$ cat config.mk
export PLATFORM = sky130hd
export DESIGN_NAME = tone_generator
export DESIGN_NICKNAME = d
export VERILOG_FILES = /design/src/hdl/tone_generator.v
export VERILOG_INCLUDE_DIRS = /design/src /design/src/hdl
export SDC_FILE = /design/constraint.sdc
export NUM_CORES = 1
export LEC_CHECK = 0
export BUFFER_PORTS_ARGS = -buffer_cell sky130_fd_sc_hd__buf_4
export CAP_MARGIN = 5
export CORE_MARGIN = 5
export CORE_UTILIZATION = 45
export CTS_CLUSTER_DIAMETER = 150
export DETAILED_ROUTE_END_ITERATION = 10
export PLACE_DENSITY = 0.7
export SYNTH_ARGS = -nofsm -noshare
export SYNTH_HDL_FRONTEND = slang
export SYNTH_SLANG_ARGS = --single-unit
export TNS_END_PERCENT = 50
$ cat constraint.sdc
create_clock -name clock -period 8.9 [get_ports clock]
set_input_delay 0.89 -clock clock [delete_from_list [all_inputs] [get_ports clock]]
set_output_delay 0.89 -clock clock [all_outputs]
set_load 0.01 [all_outputs]
$ cat src/hdl/tone_defs.vh
// Purpose: Constants for the buzzer tone generator
// Assumes: Byte address of a register is four times its index
// Notes: Included by tone_generator.v
`ifndef TONE_DEFS_VH
`define TONE_DEFS_VH

`define IDX_CONTROL 16'hf0c0
`define IDX_RESERVED 16'hf0c1
`define IDX_CONFIG 16'hf0c2

`define BIT_RUN 0
`define BIT_IDLE 12
`define RST_CONTROL 8'h00
`define RST_CONFIG 16'h0000

`define PAT_INTER1 2'h0
`define PAT_INTER2 2'h1
`define PAT_SINGLE 2'h2
`define PAT_CONT 2'h3

`define CLK_HZ 100000000
`define LS_HZ 32768
`define PERIOD_TOP 7'h08
`define PERIOD_STEP 7'h10
`define UNIT_STEP 7'h01

`endif

$ cat src/hdl/tone_generator.v
// Purpose: Buzzer tone generator with Avalon-MM register slave
// Assumes: Slow ticks are levels synchronous to clock
// Assumes: Clock rate is far above the low-speed rate
// Notes: Low-speed clock is a fractional enable derived from clock
// Notes: One wait state on every register access
// Notes: Software write to run wins over the automatic stop
//
// The Avalon-MM slave port is this design's own decision.
`include "tone_defs.vh"
`timescale 1ns/100ps

module tone_generator #(
  parameter CLK_HZ = `CLK_HZ,
  parameter LS_HZ = `LS_HZ
) (
  input wire clock,
  input wire rst,
  input wire [17:0] address,
  input wire read,
  input wire write,
  input wire [3:0] byteenable,
  input wire [31:0] writedata,
  output reg [31:0] readdata,
  output reg waitrequest,
  input wire tick_eight_hz,
  input wire tick_one_hz,
  output reg tone_out_pos,
  output reg tone_out_neg,
  output reg tone_active
);

////////////////////////////////////////////////////////////////////////////////
// Reset images of the registers

localparam [7:0] CONTROL_RESET = `RST_CONTROL;
localparam [15:0] CONFIG_RESET = `RST_CONFIG;

////////////////////////////////////////////////////////////////////////////////
// Helpers

function [6:0] period_of;
  input [2:0] pitch;
  begin
    if (pitch == 3'h0) begin
      period_of = `PERIOD_TOP;
    end else begin
      period_of = {4'h0, pitch} * `PERIOD_STEP;
    end
  end
endfunction

function [6:0] high_of;
  input [2:0] pitch;
  input [3:0] duty;
  reg [3:0] steps;
  begin
    steps = 4'h0;
    if (pitch == 3'h0) begin
      steps = {1'b0, duty[3:1]};
      if (steps == 4'h0) begin
        steps = 4'h1;
      end
      high_of = {3'h0, steps};
    end else begin
      steps = (duty == 4'h0) ? 4'h1 : duty;
      high_of = {3'h0, steps} * {4'h0, pitch};
    end
  end
endfunction

function reg_is;
  input [15:0] index;
  input [15:0] target;
  begin
    reg_is = (index == target);
  end
endfunction

////////////////////////////////////////////////////////////////////////////////
// Low-speed clock enable

reg [27:0] ls_acc;
reg ls_tick;
wire [27:0] ls_sum;

assign ls_sum = ls_acc + LS_HZ[27:0];

always @(posedge clock) begin
  if (rst) begin
    ls_acc <= 28'h000_0000;
    ls_tick <= 1'b0;
  end else if (ls_sum >= CLK_HZ[27:0]) begin
    ls_acc <= ls_sum - CLK_HZ[27:0];
    ls_tick <= 1'b1;
  end else begin
    ls_acc <= ls_sum;
    ls_tick <= 1'b0;
  end
end

////////////////////////////////////////////////////////////////////////////////
// Register slave

reg run;
reg [1:0] pattern_sel;
reg [2:0] pitch_sel;
reg [3:0] duty_sel;
reg idle_level_sel;
reg auto_stop;
reg next_run;
reg [1:0] next_pattern_sel;
reg [2:0] next_pitch_sel;
reg [3:0] next_duty_sel;
reg next_idle_level_sel;
reg next_waitrequest;
reg [31:0] next_readdata;
wire [15:0] reg_index;
wire hit_control;
wire hit_config;
wire req;
wire commit_write;
wire write_control;
wire write_config_lo;
wire write_config_hi;
wire [31:0] control_word;
wire [31:0] config_word;

assign reg_index = address[17:2];
assign hit_control = reg_is(reg_index, `IDX_CONTROL);
assign hit_config = reg_is(reg_index, `IDX_CONFIG);
assign req = read | write;
assign commit_write = write & ~waitrequest;
assign write_control = commit_write & hit_control & byteenable[0];
assign write_config_lo = commit_write & hit_config & byteenable[0];
assign write_config_hi = commit_write & hit_config & byteenable[1];
assign control_word = {31'h0000_0000, run};
assign config_word = {
  16'h0000,
  3'h0,
  idle_level_sel,
  duty_sel,
  1'b0,
  pitch_sel,
  2'h0,
  pattern_sel
};

// One wait state: waitrequest drops for the accepting edge only
always @* begin
  next_waitrequest = ~(req & waitrequest);
  next_readdata = readdata;
  if (read & waitrequest) begin
    if (hit_control) begin
      next_readdata = control_word;
    end else if (hit_config) begin
      next_readdata = config_word;
    end else begin
      next_readdata = 32'h0000_0000;
    end
  end
end

always @(posedge clock) begin
  if (rst) begin
    waitrequest <= 1'b1;
    readdata <= 32'h0000_0000;
  end else begin
    waitrequest <= next_waitrequest;
    readdata <= next_readdata;
  end
end

// A software write to run beats the automatic clear in the same cycle
always @* begin
  next_run = run;
  next_pattern_sel = pattern_sel;
  next_pitch_sel = pitch_sel;
  next_duty_sel = duty_sel;
  next_idle_level_sel = idle_level_sel;
  if (write_control) begin
    next_run = writedata[`BIT_RUN];
  end else if (auto_stop) begin
    next_run = 1'b0;
  end
  if (write_config_lo) begin
    next_pattern_sel = writedata[1:0];
    next_pitch_sel = writedata[6:4];
  end
  if (write_config_hi) begin
    next_duty_sel = writedata[11:8];
    next_idle_level_sel = writedata[`BIT_IDLE];
  end
end

always @(posedge clock) begin
  if (rst) begin
    run <= CONTROL_RESET[`BIT_RUN];
    pattern_sel <= CONFIG_RESET[1:0];
    pitch_sel <= CONFIG_RESET[6:4];
    duty_sel <= CONFIG_RESET[11:8];
    idle_level_sel <= CONFIG_RESET[`BIT_IDLE];
  end else begin
    run <= next_run;
    pattern_sel <= next_pattern_sel;
    pitch_sel <= next_pitch_sel;
    duty_sel <= next_duty_sel;
    idle_level_sel <= next_idle_level_sel;
  end
end

////////////////////////////////////////////////////////////////////////////////
// Tone engine, stepped on the low-speed enable

reg [6:0] phase;
reg gate_prev;
reg single_seen;
reg gate;
reg [6:0] next_phase;
reg next_gate_prev;
reg next_single_seen;
reg next_auto_stop;
reg next_tone_active;
reg next_tone_out_pos;
reg next_tone_out_neg;
wire [6:0] period;
wire [6:0] high_len;
wire [6:0] phase_inc;
wire level_now;

assign period = period_of(pitch_sel);
assign high_len = high_of(pitch_sel, duty_sel);
assign phase_inc = phase + `UNIT_STEP;
assign level_now = (phase < high_len) ? ~idle_level_sel : idle_level_sel;

// Single sound plays one joint window of both ticks
always @* begin
  case (pattern_sel)
    `PAT_INTER1: gate = tick_eight_hz;
    `PAT_INTER2: gate = tick_eight_hz & tick_one_hz;
    `PAT_SINGLE: gate = tick_eight_hz & tick_one_hz;
    `PAT_CONT: gate = 1'b1;
    default: gate = 1'b0;
  endcase
end

// A stopped engine parks both pins at the idle level on the next clock
always @* begin
  next_phase = phase;
  next_gate_prev = gate_prev;
  next_single_seen = single_seen;
  next_auto_stop = 1'b0;
  next_tone_active = tone_active;
  next_tone_out_pos = tone_out_pos;
  next_tone_out_neg = tone_out_neg;
  if (~run) begin
    next_phase = 7'h00;
    next_gate_prev = 1'b0;
    next_single_seen = 1'b0;
    next_tone_active = 1'b0;
    next_tone_out_pos = idle_level_sel;
    next_tone_out_neg = idle_level_sel;
  end else if (ls_tick) begin
    next_gate_prev = gate;
    if (gate) begin
      next_tone_active = 1'b1;
      next_tone_out_pos = level_now;
      next_tone_out_neg = ~level_now;
      if (pattern_sel == `PAT_SINGLE) begin
        next_single_seen = 1'b1;
      end
      if (phase_inc >= period) begin
        next_phase = 7'h00;
      end else begin
        next_phase = phase_inc;
      end
    end else begin
      next_tone_active = 1'b0;
      next_tone_out_pos = idle_level_sel;
      next_tone_out_neg = idle_level_sel;
      next_phase = 7'h00;
      if (pattern_sel == `PAT_SINGLE && single_seen && gate_prev) begin
        next_auto_stop = 1'b1;
      end
    end
  end
end

always @(posedge clock) begin
  if (rst) begin
    phase <= 7'h00;
    gate_prev <= 1'b0;
    single_seen <= 1'b0;
    auto_stop <= 1'b0;
    tone_active <= 1'b0;
    tone_out_pos <= 1'b0;
    tone_out_neg <= 1'b0;
  end else begin
    phase <= next_phase;
    gate_prev <= next_gate_prev;
    single_seen <= next_single_seen;
    auto_stop <= next_auto_stop;
    tone_active <= next_tone_active;
    tone_out_pos <= next_tone_out_pos;
    tone_out_neg <= next_tone_out_neg;
  end
end

endmodule // tone_generator

==> run_results.csv, run 1 <==
group,metric,value,unit
die,io_pins,96,
critical_path,path_max_fanout,8,
timing,report.final.slew_viol_count,0,
timing,fin_crit_sh,0.3908,
yosys,ys_async_sr_fraction,0,
critical_path,cp.depth,14,
critical_path,cp_slowest_cell,"dfxtp_1",
critical_path,r2r_start,"duty_sel[2]",
clock_network,cts_sinks,55,
critical_path,path_delay_family,"adder cells",
final_layout,multiInputGateArea,2409,um2
drt,num_vias,3351,
critical_path,critPathKind,"reg -> reg",
clock_network,cts_tree,"built",
die,die_y,101.2,um
timing,setup_violations,0,
timing,period_needed,3478,ps
yosys,yosysTopAreaCellShare,0.2939,
drt,drcViolationCount,0,
place,place_ws,5430,ps
timing,max_freq,287.5,MHz
clock_network,cts_max_level,2,
place,dp_hpwl,6573,um
job,cap_violations,0,
final_layout,nets,585,
pwr,p_total,0.4588,mW
timing,hold_violations,0,
drt,drtIter0Drc,92,
clock_network,cts_root_buffer,"clkbuf_8",
timing,worst_slew_pin_slew,1168,ps
pwr,ir_worst_vdd,0.00005506,V
yosys,ys.flop_type,"dfxtp_1",
yosys,seq_area_frac_synth,0.2939,
critical_path,setup.worst_path.end,"tone_out_pos",
yosys,netlist_instances,462,
critical_path,worstReg2RegEnd,"tone_out_pos",
global_route,first_global_vias,3129,
critical_path,start_kind,"flip-flop",
timing,finalSetupTns,0,ps
critical_path,worstSetupEndpointType,"flip-flop",
timing,rsz0062_at_grt,"no",
yosys,synthTopCellsByArea,"dfxtp_1 29%, ha_1 8.0%, buf_4 4.8%",
die,initial_core_util,0.4582,
critical_path,startpoint,"duty_sel[2]",
drt,wl_per_cell,14.01,um
global_route,grt_max_degree,47,
timing,relSlewSlack,0.2183,
clock_network,path_clk_slew,110,ps
clock_network,clockBufferDepth,2,
drt,first_pass_iters,4,
clock_network,cts_resized,0,
die,core_area,8175,um2
critical_path,cp_num_buf_inv,0,
pwr,p_leak,1.797,nW
yosys,synth_warnings,0,
critical_path,cp.required,9150,ps
critical_path,slowest_delay,510,ps
yosys,synth_seq_cells,55,
clock_network,cts.hold.buffers_added,0,
drt,detail-route-antenna-nets,0,
final_layout,fillerInstances,801,
clock_network,numCtsBuffers,5,
hold_path,hold_class,"reg -> reg",
final_layout,seq_area,1101,um2
yosys,mappedNetlistArea,3746,um2
critical_path,arrival,3730,ps
final_layout,syn2layout_area_growth,11.72,%
die,rows,33,
die,die_area,10250,um2
final_layout,postLayoutCoreUtil,0.5119,
global_route,grt_pass1_wl,13810,um
final_layout,drive_above_1_share,0.1303,
drt,drt-total-wl,8463,um
place,routabilityCongestion,0.8315,
pwr,pwr_density_cell,109.6,nW/um2
place,io_buffers,47,
yosys,yosysUniqueCellTypes,62,
global_route,grt-ovfl-total,0,
final_layout,n_antenna_cell,0,
yosys,synth_top_area_cell,"dfxtp_1",
global_route,track_usage,0.1624,
yosys,synth_edf_count,0,
critical_path,worst-r2r-setup-slack,5420,ps
critical_path,r2r_cells,14,
global_route,antenna_found_initial,0,
clock_network,post_cts_buffers,0,
yosys,syn_avg_cell_area,8.108,um2
clock_network,clock_latency,320,ps
timing,fin_worst_skew,12.02,ps
timing,fin_ws,5422,ps
critical_path,cp_cell_sequence,"nor3_1 > nor2_1 > nor2_1 > fa_1 > ha_1 > fa_1 > xor2_1 > nand2_1 > ha_1 > a21o_1 > a21oi_1 > o21ai_0 > and3_1 > nor3_1",
drt,viasPerCell,5.548,
status,status,"finished, final reports clean",
die,dieWidth,101.2,um
==> cell families after synthesis <==
group                    after synthesis  synth area share
other                                  1          0.001001
XOR/XNOR                              17           0.04476
adder cells (fa/ha/maj)               27           0.09619
flip-flops                            55            0.2939
multiplexers                          18           0.04910
buffers and inverters                 58           0.08584
AND/OR/NAND/NOR                      193            0.2662
AO/OA/AOI/OAI                         93            0.1630
==> registers in the layout, summed over array words and instances, names as in the netlist <==
signal          cells
auto_stop           1
duty_sel            4
idle_level_sel      1
ls_acc             20
ls_tick             1
pattern_sel         2
phase               7
pitch_sel           3
readdata           10
run                 1
single_seen         1
tone_active         1
tone_out_neg        1
tone_out_pos        1
waitrequest         1
==> through the flow <==
step,instances,hold slack (ps),area (um2)
2_1_floorplan,483,426.4,3825
3_3_place_gp,596,434.2,4069
3_5_place_dp,596,449.3,4069
4_1_cts,604,464.6,4185
5_1_grt,604,484.0,4185
6_report,604,462.9,4185
==> cell usage after synthesis, types with 8 or more instances <==
cell / n
dfxtp_1: 55
nor2_1: 39
nand2_1: 37
a21oi_1: 32
nand3_1: 31
buf_4: 24
ha_1: 24
nor3_1: 23
inv_1: 16
mux2i_1: 15
o21ai_0: 13
and2_1: 10
clkbuf_1: 9
xor2_1: 9
nor4_1: 8
==> tightest hold or removal path, delay by kind of cell (launching register included) <==
kind	cells	cell delay, ps
AOI/OAI and AO/OA	1	50
DFF	1	330
and+or+nand+nor	1	50
==> metal layers <==
metal  global-route usage  wire length (um)  vias to the layer above
met4              0.03476                61                        0
li1                     -                 -                     1693
met5                    0                 0                        -
met3              0.02342               185                        8
met1               0.1918              3699                     1620
met2               0.3084              4516                       30
==> layout by cell type (no fill, tap or decap), drive strengths merged, types with 4 or more instances in the layout <==
master / count
o21ai: 14
and3: 7
dfxtp: 55
xnor2: 8
and2: 10
xor2: 9
a21o: 4
o31a: 6
or4: 6
nor3: 23
mux2i: 15
a21oi: 32
nand3: 33
nor2b: 6
nor2: 39
o211ai: 6
inv: 17
nor4: 8
conb: 22
nand4: 5
clkbuf: 5
o31ai: 4
ha: 24
nand2: 37
buf: 48
a32oi: 4
==> how the worst min path moves through the flow <==
stage	slack, ps	depth (start not counted)	to	startpoint
floorplan	430	2	auto_stop	single_seen
global placement	430	1	waitrequest	waitrequest
detailed placement	450	2	readdata[10]	readdata[10]
CTS	460	2	readdata[10]	readdata[10]
global route	480	2	readdata[10]	readdata[10]
finish	460	2	readdata[10]	readdata[10]
==> where the power goes <==
part | switching [mW] | leakage, nW | internal (mW) | total [mW]
sequential | 0.00395 | 0.444 | 0.248 | 0.252
combinational | 0.0180 | 1.29 | 0.0151 | 0.0332
clock | 0.0883 | 0.0587 | 0.0855 | 0.174
==> area by class of cell <==
type,count,share of cell area
clock buffer,5,0.01644
clock inverter,3,0.01136
inverter,18,0.01614
multi-input combinational,370,0.5755
sequential,55,0.2631
tap,105,0.03139
timing repair buffer,48,0.08610
No activity file was read; power rests on OpenSTA's default activity.
==> run 2, diff against run 1 <==
Clock period 8.9 ns to 3.3 ns, I/O delays scaled along.
==> run 2 against run 1 <==
Hold slack got worse by 230 ps. Flip-flop and latch count stayed put. Critical path type unchanged. Cell area rose by 1.9%. Maximum frequency rose by 13%. Combinational power increased to 2.7 times the previous value. Sequential power grew to 2.7 times the previous value. Clock power is 130% higher. Die area is the same. Clock skew is 1.2 ps higher. Cell count increased by 1.5%. Core utilization up 0.96 points.
==> run_results.csv, run 2 (same netlist as run 1, synthesis figures left out) <==
group,metric,value,unit
die,die_y,101.2,um
place,place_ws,-39.69,ps
timing,fin_crit_sh,0.9353,
timing,fin_hold_ws,235.8,ps
die,die_area,10250,um2
pwr,p_leak,1.829,nW
drt,drt-total-wl,8912,um
final_layout,top_register,"ls_acc",
critical_path,path_delay_family,"adder cells",
place,routabilityCongestion,0.8235,
timing,period_needed,3087,ps
timing,hold_violations,0,
critical_path,cp_cell_sequence,"nor3_2 > nor2_1 > nor2_2 > fa_1 > ha_2 > fa_2 > xor2_1 > nand2_1 > ha_4 > a21o_1 > a21oi_2 > o211ai_1 > and3_1 > nor3_1",
drt,viasPerCell,5.514,
global_route,first_global_vias,3334,
timing,setup_violations,0,
die,dieWidth,101.2,um
drt,drcViolationCount,0,
critical_path,slowest_delay,410,ps
die,rows,33,
global_route,track_usage,0.1743,
drt,detail-route-antenna-nets,0,
clock_network,path_clk_slew,100,ps
clock_network,cts_sinks,55,
pwr,p_total,1.173,mW
final_layout,nets,594,
timing,finalSetupTns,0,ps
timing,report.final.slew_viol_count,0,
final_layout,fin_cells,613,
final_layout,multiInputGateArea,2437,um2
critical_path,cp_slowest_cell,"fa_1",
critical_path,path_max_fanout,4,
critical_path,cp_num_buf_inv,0,
timing,rsz0062_at_grt,"no",
job,cap_violations,0,
critical_path,cp.required,3540,ps
global_route,grt_pass1_wl,14860,um
final_layout,syn2layout_area_growth,13.83,%
drt,first_pass_iters,4,
global_route,antenna_found_initial,0,
status,status,"finished, final reports clean",
final_layout,reg.largest.list,"ls_acc: 20 flops, readdata: 10 flops, phase: 7 flops",
timing,worst_slew_pin_slew,750.4,ps
critical_path,arrival,3330,ps
critical_path,worst-r2r-setup-slack,210,ps
global_route,grt_max_degree,47,
final_layout,largest_reg_flops,20,
final_layout,n_antenna_cell,0,
final_layout,fillerInstances,794,
final_layout,mostFrequentLayoutCells,"57 x buf_4, 55 x dfxtp_1, 38 x nor2_1, 37 x nand2_1",
clock_network,numCtsBuffers,5,
critical_path,start_kind,"flip-flop",
timing,fin_worst_skew,13.23,ps
drt,wl_per_cell,14.54,um
die,initial_core_util,0.4582,
clock_network,cts_root_buffer,"clkbuf_8",
place,post-place-cells,605,
timing,fin_ws,213.4,ps
place,io_buffers,47,
timing,relSlewSlack,0.4959,
die,core_area,8175,um2
die,io_pins,96,
pwr,ir_worst_vdd,0.0001716,V
place,dp_hpwl,6818,um
clock_network,clockBufferDepth,2,
timing,max_freq,324.0,MHz
critical_path,critPathKind,"reg -> reg",
hold_path,hold_class,"in -> reg",
clock_network,clock_latency,310,ps
global_route,grt-ovfl-total,0,
clock_network,cts_max_level,2,
final_layout,drive_above_1_share,0.1575,
clock_network,cts_tree,"built",
final_layout,final_common_cell,"buf_4",
pwr,pwr_density_cell,275.0,nW/um2
clock_network,post_cts_buffers,0,
drt,drtIter0Drc,98,
drt,num_vias,3380,
critical_path,worstSetupEndpointType,"flip-flop",
final_layout,seq_area,1101,um2
==> run 2: cell type report <==
class                           instances  area share
Tap cell                              105     0.03081
Timing Repair Buffer                   57      0.1004
Clock buffer                            6     0.01937
Clock inverter                          2    0.003815
Multi-Input combinational cell        370      0.5716
Inverter                               18     0.01585
Sequential cell                        55      0.2582
==> run 2: report_power, final <==
part / leakage (nW) / internal [mW] / switching (mW)
sequential: 0.444 / 0.669 / 0.0105
combinational: 1.34 / 0.0410 / 0.0502
clock: 0.0474 / 0.172 / 0.230
total: 1.83 / 0.882 / 0.291
==> run 2: path summary, 6_finish.rpt <==
| kind | start | to | cells after the start |
|---|---|---|---|
| worst max-delay path | duty_sel[3] | tone_out_neg | 14 |
| worst max register to register | duty_sel[3] | tone_out_neg | 14 |
| worst min-delay path | read | waitrequest | 2 |
| worst min register to register | waitrequest | waitrequest | 1 |
==> run 2: metal layers <==
metal  wire length (um)  track usage  vias to the layer above
met5                  0            0                        -
met4                 68      0.03272                        0
met3                303      0.02548                        9
met2               4817       0.3305                       56
met1               3723       0.2081                     1602
li1                   -            -                     1713
==> run 2: through the flow <==
step	area, um2	utilization
floorplan	3825	-
global placement	4136	0.5060
detailed placement	4136	0.5060
CTS	4240	0.5187
global route	4264	0.5216
finish	4264	0.5216
==> run 2: repair_timing <==
| action | in CTS | in global routing |
|---|---|---|
| cloned | 0 | 0 |
| gates resized for setup | 2 | 5 |
| pin swaps | 0 | 4 |
| endpoints found under the hold margin | 0 | 0 |
| endpoints found under the setup margin | 2 | 2 |
| hold buffers | 0 | 0 |
